<file path="config.mk">
export PLATFORM = sky130hd
export DESIGN_NAME = wdc_watchdog_ctrl
export DESIGN_NICKNAME = d
export VERILOG_FILES = /design/src/rtl/wdc_pkg.sv /design/src/rtl/wdc_osc_counter.sv /design/src/rtl/wdc_watchdog_ctrl.sv
export SDC_FILE = /design/constraint.sdc
export NUM_CORES = 1
export LEC_CHECK = 0
export BUFFER_PORTS_ARGS = -buffer_cell sky130_fd_sc_hd__buf_2
export CORE_MARGIN = 2
export CORE_UTILIZATION = 35
export DETAILED_ROUTE_END_ITERATION = 7
export PLACE_DENSITY = 0.51
export SLEW_MARGIN = 25
export SYNTH_ARGS = -nofsm -noshare
export SYNTH_HDL_FRONTEND = slang
export SYNTH_SLANG_ARGS = --single-unit
</file>
<file path="constraint.sdc">
create_clock -name clk -period 3.6 [get_ports clk]
set_input_delay 0.36 -clock clk [delete_from_list [all_inputs] [get_ports clk]]
set_output_delay 0.36 -clock clk [all_outputs]
set_load 0.03 [all_outputs]
</file>
<file path="src/rtl/wdc_pkg.sv">
// package: register map, field layout and timing constants of the watchdog control block
package wdc_pkg;

    localparam int unsigned CLK_HZ      = 50_000_000;
    localparam int unsigned OSC_HZ      = 128_000;
    // oscillator period rounded down to whole system clocks
    localparam int unsigned OSC_DIV     = CLK_HZ / OSC_HZ;
    localparam int unsigned CE_CYCLES   = 4;

    localparam logic [3:0] ADDR_CTRL    = 4'h0;
    localparam logic [3:0] ADDR_CAUSE   = 4'h1;
    localparam logic [3:0] ADDR_CPU     = 4'h2;
    localparam logic [3:0] ADDR_ISTAT   = 4'h3;
    localparam logic [3:0] ADDR_IEN     = 4'h4;
    localparam logic [3:0] ADDR_ICLR    = 4'h5;

    localparam int unsigned BIT_IFLAG   = 7;
    localparam int unsigned BIT_IEN     = 6;
    localparam int unsigned BIT_TSEL3   = 5;
    localparam int unsigned BIT_CE      = 4;
    localparam int unsigned BIT_RSTEN   = 3;
    localparam int unsigned BIT_RSTFLAG = 3;
    localparam int unsigned BIT_GIE     = 0;
    localparam int unsigned BIT_VECTOR  = 1;
    localparam int unsigned BIT_RESTART = 2;
    localparam int unsigned EV_TIMEOUT  = 0;
    localparam int unsigned EV_SYSRST   = 1;

    localparam logic [3:0]  TSEL_MAX    = 4'h9;
    localparam int unsigned CNT_W       = 21;
    localparam logic [7:0]  CTRL_RESET  = 8'h00;

    typedef enum logic [1:0] {WDC_STOPPED, WDC_IRQ, WDC_RESET, WDC_IRQ_RESET} wdc_mode_t;

    typedef struct packed {
        logic [3:0]  address;
        logic        read;
        logic        write;
        logic [31:0] writedata;
    } wdc_avm_req_t;

    typedef struct packed {
        logic [31:0] readdata;
        logic        waitrequest;
    } wdc_avm_rsp_t;

endpackage

</file>
<file path="src/rtl/wdc_osc_counter.sv">
// module: watchdog oscillator tick generator and time-out counter
`timescale 1ns/100ps
module wdc_osc_counter
(
    input  wire logic       clk,
    input  wire logic       srst,
    input  wire logic       ce,
    input  wire logic       run,
    input  wire logic       restart,
    input  wire logic [3:0] timeoutSelect,
    output logic            timeoutPulse
);
    typedef struct packed {
        logic [15:0]               div;
        logic [wdc_pkg::CNT_W-1:0] cnt;
        logic                      tmo;
    } wdc_cnt_state_t;

    wdc_cnt_state_t st;
    wdc_cnt_state_t next_st;

    // 2048 << code oscillator cycles
    function automatic logic [wdc_pkg::CNT_W-1:0] limit(input logic [3:0] code);
        limit = wdc_pkg::CNT_W'(2048) << code;
    endfunction

    always_comb
    begin
        next_st     = st;
        next_st.tmo = 1'b0;
        if (!run || restart)
        begin
            next_st.div = '0;
            next_st.cnt = '0;
        end
        else if (st.div == 16'(wdc_pkg::OSC_DIV - 1))
        begin
            next_st.div = '0;
            if (st.cnt + 1'b1 >= limit(timeoutSelect))
            begin
                next_st.cnt = '0;
                next_st.tmo = 1'b1;
            end
            else
            begin
                next_st.cnt = st.cnt + 1'b1;
            end
        end
        else
        begin
            next_st.div = st.div + 1'b1;
        end
    end

    always_ff @(posedge clk)
    begin
        if (srst)
            st <= '0;
        else if (ce)
            st <= next_st;
    end

    assign timeoutPulse = st.tmo;
endmodule

</file>
<file path="src/rtl/wdc_watchdog_ctrl.sv">
// module: watchdog mode, protection and interrupt control with an Avalon-MM register slave
// Contract
// - watchdog interrupt taken only when irq enable and global enable both set
// - irq enable set, reset enable clear: interrupt on every time-out
// - both enables set: first time-out sets irq flag, no reset
// - vector entry clears irq enable and irq flag by hardware
// - combined mode, flag still pending at next time-out: system reset
// - without fuse, reset/irq enables pick stopped, irq, reset, irq-then-reset
// - clearing reset enable or changing timeout select needs change enable set
// - change enable clears itself four clocks after being written one
// - reset-occurred flag forces reset enable to one until flag cleared
// - timeout codes 0..9 give 2048 doubling to 1048576 cycles; rest reserved
// - timeout select msb at bit 5, low bits at bits 2..0
// - always-on fuse forces reset mode, reset enable 1, irq enable 0
// - protected values written in one write within four clocks after arming
// - irq flag cleared by writing one to it or on vector entry
// - counts 128 kHz oscillator cycles, restart instruction restarts count
//
// The Avalon-MM register port and the placing of the registers were left to the implementer.
`timescale 1ns/100ps
module wdc_watchdog_ctrl
(
    input  wire logic                  clk,
    input  wire logic                  srst,
    input  wire logic                  ce,
    input  wire wdc_pkg::wdc_avm_req_t avm,
    output wdc_pkg::wdc_avm_rsp_t      avmRsp,
    input  wire logic                  wdAlwaysOnFuse,
    output logic                       wdIrq,
    output logic                       sysResetReq,
    output logic                       irqOut
);
    ////////////////////////////////////////////////////////////////////////////
    typedef struct packed {
        logic       irqFlag;
        logic       irqEnable;
        logic       resetEnable;
        logic [3:0] tsel;
        logic       changeEnable;
        logic [2:0] ceCount;
        logic       resetOccurred;
        logic       globalIrqEnable;
        logic       sysReset;
        logic [1:0] evStatus;
        logic [1:0] evEnable;
        logic [31:0] rdata;
        logic       ack;
    } wdc_state_t;

    wdc_state_t st;
    wdc_state_t next_st;
    logic       timeoutPulse;
    logic       effReset;
    logic       effIrqEn;
    logic       wrAccept;
    logic       rdAccept;
    logic       vectorEntry;
    logic       restartReq;
    logic [7:0] wd;
    wdc_pkg::wdc_mode_t mode;

    function automatic logic [7:0] ctrl_image(input wdc_state_t s, input logic rst, input logic ien);
        ctrl_image = wdc_pkg::CTRL_RESET;
        ctrl_image[wdc_pkg::BIT_IFLAG] = s.irqFlag;
        ctrl_image[wdc_pkg::BIT_IEN]   = ien;
        ctrl_image[wdc_pkg::BIT_TSEL3] = s.tsel[3];
        ctrl_image[wdc_pkg::BIT_CE]    = s.changeEnable;
        ctrl_image[wdc_pkg::BIT_RSTEN] = rst;
        ctrl_image[2:0]                = s.tsel[2:0];
    endfunction

    ////////////////////////////////////////////////////////////////////////////
    // one wait cycle per access: read data are loaded in it, so they stand at the accepting edge
    assign wrAccept    = avm.write && st.ack;
    assign rdAccept    = avm.read && !st.ack;
    assign wd          = avm.writedata[7:0];
    assign vectorEntry = wrAccept && avm.address == wdc_pkg::ADDR_CPU && wd[wdc_pkg::BIT_VECTOR];
    assign restartReq  = wrAccept && avm.address == wdc_pkg::ADDR_CPU && wd[wdc_pkg::BIT_RESTART];

    assign effReset = wdAlwaysOnFuse || st.resetEnable || st.resetOccurred;
    assign effIrqEn = !wdAlwaysOnFuse && st.irqEnable;

    always_comb
    begin
        unique case ({effReset, effIrqEn})
            2'b00: mode = wdc_pkg::WDC_STOPPED;
            2'b01: mode = wdc_pkg::WDC_IRQ;
            2'b10: mode = wdc_pkg::WDC_RESET;
            2'b11: mode = wdc_pkg::WDC_IRQ_RESET;
        endcase
    end

    wdc_osc_counter u_counter
    (
        .clk          (clk),
        .srst         (srst),
        .ce           (ce),
        .run          (mode != wdc_pkg::WDC_STOPPED),
        .restart      (restartReq),
        .timeoutSelect(st.tsel),
        .timeoutPulse (timeoutPulse)
    );

    ////////////////////////////////////////////////////////////////////////////
    always_comb
    begin
        next_st          = st;
        next_st.sysReset = 1'b0;
        next_st.ack      = (avm.read || avm.write) && !st.ack;

        if (st.changeEnable)
        begin
            if (st.ceCount == 3'(wdc_pkg::CE_CYCLES - 1))
                next_st.changeEnable = 1'b0;
            next_st.ceCount = st.ceCount + 1'b1;
        end

        if (wrAccept)
        begin
            unique case (avm.address)
                wdc_pkg::ADDR_CTRL:
                begin
                    if (wd[wdc_pkg::BIT_IFLAG])
                        next_st.irqFlag = 1'b0;
                    next_st.irqEnable = wd[wdc_pkg::BIT_IEN];
                    if (st.changeEnable)
                    begin
                        next_st.resetEnable = wd[wdc_pkg::BIT_RSTEN];
                        next_st.tsel = {wd[wdc_pkg::BIT_TSEL3], wd[2:0]};
                    end
                    else if (wd[wdc_pkg::BIT_RSTEN])
                        next_st.resetEnable = 1'b1;
                    if (wd[wdc_pkg::BIT_CE])
                    begin
                        next_st.changeEnable = 1'b1;
                        next_st.ceCount      = '0;
                    end
                end
                wdc_pkg::ADDR_CAUSE: next_st.resetOccurred = wd[wdc_pkg::BIT_RSTFLAG];
                wdc_pkg::ADDR_CPU:
                begin
                    next_st.globalIrqEnable = wd[wdc_pkg::BIT_GIE];
                    if (wd[wdc_pkg::BIT_VECTOR])
                    begin
                        next_st.irqFlag   = 1'b0;
                        next_st.irqEnable = 1'b0;
                    end
                end
                wdc_pkg::ADDR_IEN:   next_st.evEnable = wd[1:0];
                wdc_pkg::ADDR_ICLR:  next_st.evStatus = st.evStatus & ~wd[1:0];
                default:             ;
            endcase
        end

        if (timeoutPulse)
        begin
            next_st.evStatus[wdc_pkg::EV_TIMEOUT] = 1'b1;
            unique case (mode)
                wdc_pkg::WDC_IRQ:       next_st.irqFlag = 1'b1;
                wdc_pkg::WDC_RESET:     next_st.sysReset = 1'b1;
                wdc_pkg::WDC_IRQ_RESET:
                    if (st.irqFlag)
                        next_st.sysReset = 1'b1;
                    else
                        next_st.irqFlag = 1'b1;
                default: ;
            endcase
            if (next_st.sysReset)
            begin
                next_st.resetOccurred = 1'b1;
                next_st.evStatus[wdc_pkg::EV_SYSRST] = 1'b1;
            end
        end

        next_st.rdata = '0;
        if (rdAccept)
        begin
            unique case (avm.address)
                wdc_pkg::ADDR_CTRL:  next_st.rdata[7:0] = ctrl_image(st, effReset, effIrqEn);
                wdc_pkg::ADDR_CAUSE: next_st.rdata[wdc_pkg::BIT_RSTFLAG] = st.resetOccurred;
                wdc_pkg::ADDR_CPU:   next_st.rdata[wdc_pkg::BIT_GIE] = st.globalIrqEnable;
                wdc_pkg::ADDR_ISTAT: next_st.rdata[1:0] = st.evStatus;
                wdc_pkg::ADDR_IEN:   next_st.rdata[1:0] = st.evEnable;
                default:             next_st.rdata = '0;
            endcase
        end
        else
            next_st.rdata = st.rdata;
        if (wdAlwaysOnFuse)
        begin
            next_st.resetEnable = 1'b1;
            next_st.irqEnable   = 1'b0;
        end
        if (next_st.resetOccurred)
            next_st.resetEnable = 1'b1;
    end

    always_ff @(posedge clk)
    begin
        if (srst)
        begin
            st      <= '0;
        end
        else if (ce)
            st <= next_st;
    end

    assign avmRsp.readdata    = st.rdata;
    assign avmRsp.waitrequest = (avm.read || avm.write) && !st.ack;
    assign wdIrq       = st.irqFlag && effIrqEn && st.globalIrqEnable;
    assign sysResetReq = st.sysReset;
    assign irqOut      = |(st.evStatus & st.evEnable);

    ////////////////////////////////////////////////////////////////////////////
    chk_ce_autoclear: assert property (@(posedge clk) disable iff (srst)
        $rose(st.changeEnable) ##0 ce [*5] |-> !st.changeEnable)
        else $error("change enable not cleared after four cycles");
    chk_irq_gating: assert property (@(posedge clk) disable iff (srst)
        wdIrq |-> st.globalIrqEnable && st.irqEnable && st.irqFlag)
        else $error("irq without both enables");
    chk_fuse_lock: assert property (@(posedge clk) disable iff (srst)
        wdAlwaysOnFuse && $past(wdAlwaysOnFuse) |-> st.resetEnable && !st.irqEnable)
        else $error("fuse does not lock enables");
    chk_flag_force: assert property (@(posedge clk) disable iff (srst)
        st.resetOccurred |-> st.resetEnable)
        else $error("reset enable clear while flag set");
    chk_combined_first: assert property (@(posedge clk) disable iff (srst)
        ce && timeoutPulse && mode == wdc_pkg::WDC_IRQ_RESET && !st.irqFlag |=> st.irqFlag && !sysResetReq)
        else $error("first combined timeout did not set flag");
    chk_combined_second: assert property (@(posedge clk) disable iff (srst)
        ce && timeoutPulse && mode == wdc_pkg::WDC_IRQ_RESET && st.irqFlag |=> sysResetReq)
        else $error("second combined timeout did not reset");
    chk_irq_mode: assert property (@(posedge clk) disable iff (srst)
        ce && timeoutPulse && mode == wdc_pkg::WDC_IRQ |=> st.irqFlag && !sysResetReq)
        else $error("interrupt mode timeout missed");
    chk_vector_clear: assert property (@(posedge clk) disable iff (srst)
        ce && vectorEntry && !timeoutPulse |=> !st.irqFlag && !st.irqEnable)
        else $error("vector did not clear flag and enable");
    chk_protect: assert property (@(posedge clk) disable iff (srst)
        ce && !st.changeEnable && !st.resetOccurred |=> $stable(st.tsel) && (st.resetEnable || !$past(st.resetEnable)))
        else $error("protected field changed without change enable");
    cov_combined: cover property (@(posedge clk) mode == wdc_pkg::WDC_IRQ_RESET && sysResetReq);
    cov_irq: cover property (@(posedge clk) wdIrq);
    cov_unlock: cover property (@(posedge clk) $fell(st.changeEnable));
endmodule

</file>
==> flow_summary.toml, run 1 <==
[floorplanning]
die_area_um2 = 11900
die_width_um = 109
rows = 38
die_y_um = 109
core_um2 = 10800
boundaryPins = 78
initial_utilization = 0.357

[drt]
ant_nets = 0
wl_per_cell_um = 13.0
totalWireLength_um = 8260
drtIter0Drc = 156
via_per_inst = 5.15
dr.pass1.iters = 4
drcViolationCount = 0
vias = 3274

[grt]
grt_usage = 0.151
grt_pass1_wl_um = 14400
gr-total-overflow = 0
grt_max_degree = 32
grt_pass1_vias = 3018
antenna_found_initial = 0

[logic_synthesis]
syn_area_per_cell_um2 = 8.10
syn_area_um2 = 3870
synth_commonest_cells = "dfxtp_1 (65), nand2_1 (60), nor2_1 (40), buf_4 (33), nand3_1 (33)"
ys_types = 62
yosys-top-cells-area = "dfxtp_1 (34%), buf_4 (6.4%), nand2_1 (5.8%)"
yosysMostFrequentCell = "dfxtp_1"
synth_top_area_share = 0.336
yosysWarnings = 0
synth_edf_count = 0
yosysSeqAreaShare = 0.336
async_reset_ff_frac = 0
synth_seq_cells = 65
ys.flop_type = "dfxtp_1"
syn-instance-count = 478
yosysTopAreaCell = "dfxtp_1"

[worst_setup_path]
cp_top_family = "compound AO/OA/AOI/OAI gates"
crit_path_end_kind = "flop"
slowest_stage = "a2111oi_1"
cpPeakStageDelay_ps = 430
cpMostUsedCell = "ha_1"
crit_required_ps = 3840
cp_cell_sequence = "ha_1 -> and3_1 -> and4_1 -> nand3_1 -> xnor2_1 -> ha_1 -> nand2_1 -> a2111oi_1 -> a211oi_2 -> buf_4 -> a311oi_1 -> a21oi_1"
r2r-start = "u_counter.st[1]"
path_class = "reg2reg"
crit_fanout = 12
arrival_ps = 3390
start_kind = "flop"
critical_path.startpoint = "u_counter.st[1]"
critPathBufInv = 1

[outcome]
status = "complete, no violations"

[timing]
maxSlewHeadroom = 0.459
slew_viol_final = 0
hold_viol = 0
setup_viol = 0
min_period_ps = 3160
fin_skew_ps = 11.7
post-route-period-util = 0.877
max_freq_mhz = 317
tightest_slew_ps = 812
rsz0062_at_grt = "no"
totalNegativeSetupSlack_ps = 0

[placed_design]
gp_congestion = 0.824
io_buffers = 29
place_hpwl_um = 5990

[finish]
synthToLayoutAreaGrowth_pct = 7.24
final.fill_count = 1128
diodes = 0
drive_gt1_frac = 0.119
nets = 548
regArea_um2 = 1300
multiInputGateArea_um2 = 2240

[job]
cap_violations = 0

[cts]
post_cts_buffers = 0
clk_path_buf_depth = 2
clock_latency_ps = 350
path_clk_slew_ps = 70
holdBufCountCts = 0
numCtsBuffers = 9
cts_tree = "done"
cts-root-buf = "clkbuf_8"
cts.sinks = 65
htreeDepth = 3

[min_path]
min_path_type = "in2reg"
hp-start = "avm[4]"

[power_and_ir_drop]
peakVddDrop_mv = 0.203
p_per_area_nw_per_um2 = 359
total_power_uw = 1490
p_leak_uw = 0.00156
-- routing by layer --
layer  GRT usage  routed length [µm]  vias to the layer above
met5           0                   0                        -
met4      0.0470                 114                        0
met3      0.0424                 421                       11
met2       0.236                3740                       70
met1       0.203                3980                     1506
li1            -                   -                     1687
-- cell families after synthesis --
family,share of synthesized area
muxes,0.0362
adders and majority gates,0.0484
and+or+nand+nor,0.282
other,0.000968
xor gates and xnor gates,0.0520
DFF,0.336
buffers and inverters,0.109
AOI/OAI and AO/OA,0.136
-- per-stage QoR --
stage	util	setup slack [ps]	hold slack, ps	instances	cell area [µm²]
CTS	0.383	350	223	636	4150
detailed placement	0.366	358	445	620	3970
global placement	0.366	395	438	620	3970
finish	0.383	441	253	636	4150
floorplan	-	491	432	501	3960
global route	0.383	23.7	241	636	4150
-- final timing paths --
check,slack [ps],depth (start not counted),end
worst max register to register,440,12,u_counter.st[18]
worst min-delay path,250,2,st[40]
worst max-delay path,440,12,u_counter.st[18]
worst min register to register,450,2,avmRsp[8]
-- registers in the layout, indices dropped and copies added, names as in the netlist --
name / count
u_counter.timeoutPulse: 1
avmRsp: 8
u_counter.st: 37
st: 18
sysResetReq: 1
-- power by group --
| group | internal, µW | switching [µW] | leakage, µW |
|---|---|---|---|
| Clock | 319 | 285 | 0.0000933 |
| Sequential | 726 | 8.64 | 0.000525 |
| Combinational | 39.4 | 113 | 0.000940 |
| Total | 1080 | 407 | 0.00156 |
-- layout by cell type (no fill, tap or decap), types with 6 or more instances in the layout --
cell type / count
a21oi_1: 22
nor3_1: 8
inv_1: 15
nand2_1: 60
xor2_1: 8
ha_1: 15
and4_1: 6
o21ai_0: 18
mux2i_1: 14
conb_1: 24
buf_2: 29
nor2b_1: 7
nand3_1: 33
nand4_1: 18
a31oi_1: 9
buf_4: 6
dfxtp_1: 65
clkbuf_8: 9
nor2_1: 40
xnor2_1: 15
-- area by class of cell --
type,count,share of cell area
Inverter,15,0.0136
Tap cell,140,0.0422
Sequential cell,65,0.313
Multi-Input combinational cell,365,0.540
Timing Repair Buffer,35,0.0458
Clock inverter,5,0.0136
Clock buffer,11,0.0316
-- repair_timing --
item,4_1_cts,5_1_grt
gates resized for setup,0,1
endpoints found under the hold margin,0,0
endpoints found under the setup margin,0,2
Power figures use the tool's default switching activity.
==> inputs of run 2 (changes only) <==
Settings changed: CAP_MARGIN from default to 20, CELL_PAD_IN_SITES_DETAIL_PLACEMENT from default to 1, CELL_PAD_IN_SITES_GLOBAL_PLACEMENT from default to 2, CORE_UTILIZATION 35 to 32, PLACE_DENSITY 0.51 to 0.76.
==> run 2 against run 1 <==
Net effect:
- via count grew 3.1%
- largest power group is now clock
- clock skew shrank 7.3 ps
- critical path depth shrank 1
- wire length grew 15%
==> flow_summary.toml, run 2 (same netlist as run 1, synthesis figures left out) <==
[drt]
via_per_inst = 5.20
vias = 3375
wl_per_cell_um = 14.6
dr.pass1.iters = 4
drcViolationCount = 0
drtIter0Drc = 133
ant_nets = 0
totalWireLength_um = 9500

[timing]
maxSlewHeadroom = 0.439
max_freq_mhz = 311
totalNegativeSetupSlack_ps = 0
slew_viol_final = 0
whs_ps = 271
fin_skew_ps = 4.46
rsz0062_at_grt = "no"
min_period_ps = 3220
post-route-period-util = 0.894
tightest_slew_ps = 842
setup_viol = 0
hold_viol = 0

[cts]
htreeDepth = 3
cts_tree = "done"
numCtsBuffers = 9
path_clk_slew_ps = 60
cts.sinks = 65
clk_path_buf_depth = 2
clock_latency_ps = 330
cts-root-buf = "clkbuf_16"

[worst_setup_path]
r2r-start = "u_counter.st[1]"
crit_fanout = 11
start_kind = "flop"
crit_path_end_kind = "flop"
critical_path.startpoint = "u_counter.st[1]"
arrival_ps = 3470
crit_required_ps = 3850
path_class = "reg2reg"
reg2reg_depth = 11

[finish]
drive_gt1_frac = 0.131
diodes = 0
synthToLayoutAreaGrowth_pct = 12.3
most-common-layout-cells = "dfxtp_1 (65), nand2_1 (60), nor2_1 (40)"
final_common_cell = "dfxtp_1"
largest_reg_flops = 37
regMostFlops = "u_counter.st"
nets = 554
post-route-util = 0.365

[floorplanning]
boundaryPins = 78
initial_utilization = 0.325
die_y_um = 114
die_width_um = 114
die_area_um2 = 13000
rows = 40
core_um2 = 11900

[grt]
grt_max_degree = 32
grt_usage = 0.153
grt_pass1_vias = 3285
grt_pass1_wl_um = 16100
gr-total-overflow = 0
antenna_found_initial = 0

[outcome]
status = "complete, no violations"

[power_and_ir_drop]
power_frac_comb = 0.088
clkPwrFrac = 0.514
p_leak_uw = 0.00165
power_switching_uw = 470
p_int_uw = 1380
seqPwrFrac = 0.398
total_power_uw = 1850
sw_frac_of_total = 0.254
peakVddDrop_mv = 0.251
p_per_area_nw_per_um2 = 425

[min_path]
hp-start = "avm[4]"
min_path_type = "in2reg"
hold_depth = 2

[placed_design]
io_buffers = 29
gp_congestion = 0.776
place_hpwl_um = 6970

[job]
cap_violations = 0
-- run 2: cell types whose count changed in the layout (fill, tap and decap cells not counted), sizes merged --
cell	previous run	this run
clkbuf	11	10
buf	35	41
clkinv	3	2
clkinvlp	1	2
bufinv	1	2
-- run 2: power groups by stage --
stage                     Clock, µW  Sequential (µW)  Combinational [µW]
after CTS                       979              735                 162
after floorplan                   0              748                 141
after global routing           1000              736                 180
final                           950              735                 164
after detailed placement          0              751                 160
after global placement            0              751                 156
-- run 2: critical path: stages (launching register included) --
cell and delay [ps]:
dfxtp_1 380, ha_1 190, and3_1 200, and4_1 310
nand3_1 120, xnor2_1 230, ha_1 280, a21oi_1 120
o21ai_0 150, a211oi_4 540, nand2_1 360, o21ai_0 240
-- run 2: metrics by stage --
step | instances | setup WS, ps | area [µm²]
after floorplan | 501 | 491 | 3960
after global placement | 632 | -36.4 | 4010
after detailed placement | 632 | -77.4 | 4010
after CTS | 648 | 187 | 4340
after global routing | 649 | 12.4 | 4350
final | 649 | 381 | 4350
-- run 2: worst paths after layout --
check	to	slack, ps
min	st[42]	270
max reg2reg	u_counter.st[7]	380
min reg2reg	avmRsp[5]	450
max	u_counter.st[7]	380
-- run 2: area by class of cell --
cell class	count	area, µm²
Tap cell	147	184
Multi-Input combinational cell	365	2250
Timing Repair Buffer	41	235
Sequential cell	65	1300
Fill cell	1466	7560
Clock buffer	10	229
Clock inverter	6	92.6
Inverter	15	56.3
-- run 2: layer usage --
metal | global-route usage | routed length [µm] | up-vias | part of all wire
met3 | 0.0335 | 279 | 11 | 0.029
met4 | 0.0463 | 108 | 0 | 0.011
met5 | 0 | 0 | - | 0
met1 | 0.195 | 4530 | 1630 | 0.48
met2 | 0.260 | 4580 | 41 | 0.48
li1 | - | - | 1693 | -
-- run 2: what timing repair did --
item / in CTS / in global routing
hold buffers: 0 / 0
hold endpoints to repair: 0 / 0
endpoints found under the setup margin: 8 / 13
pin swaps: 0 / 1
resized for setup: 1 / 1
setup buffers: 0 / 1
==> inputs of run 3 (changes only) <==
Settings changed: CORE_ASPECT_RATIO from default to 1.5, CORE_UTILIZATION 32 to 33, CTS_BUF_LIST from default to sky130_fd_sc_hd__clkbuf_2, PLACE_DENSITY 0.76 to 0.78.
==> run 3 against run 2 <==
Net effect:
- combinational power fell by 4%
- design area fell by 6.3%
- critical path depth rose by 1
- flip-flop and latch count did not move
- via count fell by 0.53%
- final cell count fell by 0.62%
- non-clock buffer count fell by 8
- clock-buffer cell count did not move
- die area fell by 2.8%
- critical endpoint is now u_counter.st[18]
==> flow_summary.toml, run 3 (same netlist as run 1, synthesis figures left out) <==
[placed_design]
io_buffers = 29
place_hpwl_um = 7140
gp_congestion = 0.763

[cts]
clk_path_buf_depth = 2
holdBufCountCts = 0
numCtsBuffers = 9
htreeDepth = 3
cts_resized = 0
post_cts_buffers = 0
clock_latency_ps = 530
cts_tree = "done"
cts-root-buf = "clkbuf_2"
path_clk_slew_ps = 200
cts.sinks = 65

[power_and_ir_drop]
total_power_uw = 1340
p_per_area_nw_per_um2 = 328
peakVddDrop_mv = 0.117
p_leak_uw = 0.00152

[timing]
maxSlewHeadroom = 0.395
setup_viol = 0
tightest_slew_ps = 908
max_freq_mhz = 309
hold_viol = 0
post-route-period-util = 0.899
rsz0062_at_grt = "no"
min_period_ps = 3240
fin_skew_ps = 20.8
totalNegativeSetupSlack_ps = 0
slew_viol_final = 0

[grt]
grt_usage = 0.157
gr-total-overflow = 0
grt_max_degree = 32
grt_pass1_wl_um = 15900
antenna_found_initial = 1
grt_pass1_vias = 3345

[floorplanning]
die_area_um2 = 12600
boundaryPins = 78
initial_utilization = 0.338
rows = 48
core_um2 = 11500
die_width_um = 92.5
die_y_um = 137

[drt]
vias = 3357
ant_nets = 0
drtIter0Drc = 48
via_per_inst = 5.20
dr.pass1.iters = 4
drcViolationCount = 0
wl_per_cell_um = 14.7
totalWireLength_um = 9470

[worst_setup_path]
slowest_stage = "dfxtp_1"
crit_fanout = 16
cp_cell_sequence = "ha_1 -> and3_1 -> nand4_1 -> nor3_1 -> xnor2_1 -> ha_1 -> nand4_1 -> a2111oi_1 -> a211oi_2 -> buf_4 -> a311oi_1 -> a21oi_1"
r2r-end = "u_counter.st[18]"
crit_path_end_kind = "flop"
r2r-start = "u_counter.st[1]"
rrSetupSlack_ps = 360
cpPeakStageDelay_ps = 430
crit_required_ps = 4030
reg2reg_depth = 12
start_kind = "flop"
arrival_ps = 3670
crit_end = "u_counter.st[18]"
critical_path.startpoint = "u_counter.st[1]"
path_class = "reg2reg"

[outcome]
status = "complete, no violations"

[finish]
nets = 546
synthToLayoutAreaGrowth_pct = 5.20
most-common-layout-cells = "dfxtp_1 (65), nand2_1 (60), nor2_1 (40)"
regMostFlops = "u_counter.st"
final_common_cell = "dfxtp_1"
largest_reg_flops = 37
drive_gt1_frac = 0.117

[min_path]
min_path_type = "in2reg"

[job]
cap_violations = 0
-- run 3: cell types whose count changed in the layout (fill, tap and decap cells not counted), sizes merged --
cell,before,now
bufinv,2,1
clkinv,2,3
buf,41,33
diode,0,1
-- run 3: worst min-delay path by stage --
stage | start | endpoint | depth (start not counted) | slack [ps]
2_1_floorplan | avmRsp[7] | avmRsp[7] | 2 | 430
3_3_place_gp | avmRsp[5] | avmRsp[5] | 2 | 440
3_5_place_dp | avmRsp[4] | avmRsp[4] | 2 | 450
4_1_cts | avm[5] | st[47] | 3 | 0.4
5_1_grt | avm[5] | st[47] | 3 | 20
6_report | avm[5] | st[47] | 3 | 60
-- run 3: where the power goes --
part / internal (µW) / total, µW / switching, µW
sequential: 728 / 737 / 8.40
clock: 158 / 442 / 284
combinational: 40.1 / 157 / 117
-- run 3: worst max-delay path: cells and delay by family (launching register included) --
kind	cells	cell delay (ps)
buffers and inverters	1	220
AO/OA/AOI/OAI	4	830
adder cells (fa/ha/maj)	2	560
XOR/XNOR	1	120
flip-flops	1	430
AND/OR/NAND/NOR	4	970
-- run 3: through the flow --
step | worst slack [ps] | instances | cell area, µm² | utilization | hold WS, ps
4_1_cts | 251 | 644 | 4070 | 0.355 | 0.394
2_1_floorplan | 491 | 501 | 3960 | - | 432
5_1_grt | 39.5 | 645 | 4080 | 0.355 | 22.8
3_3_place_gp | 423 | 628 | 3960 | 0.345 | 438
3_5_place_dp | 284 | 628 | 3960 | 0.345 | 449
6_report | 363 | 645 | 4080 | 0.355 | 55.8
-- run 3: metal layers --
layer / track usage / up-vias / wire (µm)
met2: 0.301 / 39 / 5140
met5: 0 / - / 0
met3: 0.0253 / 12 / 264
met1: 0.168 / 1631 / 3930
met4: 0.0672 / 0 / 131
li1: - / 1675 / -
-- run 3: area by class of cell --
type | count | area (µm²)
clock inverters | 6 | 58.8
inverters | 15 | 56.3
flip-flops and latches | 65 | 1300
repair buffers | 33 | 175
diodes | 1 | 2.50
fillers | 1410 | 7400
clock buffers | 10 | 50.0
multi-input cells | 365 | 2240
well taps | 150 | 188
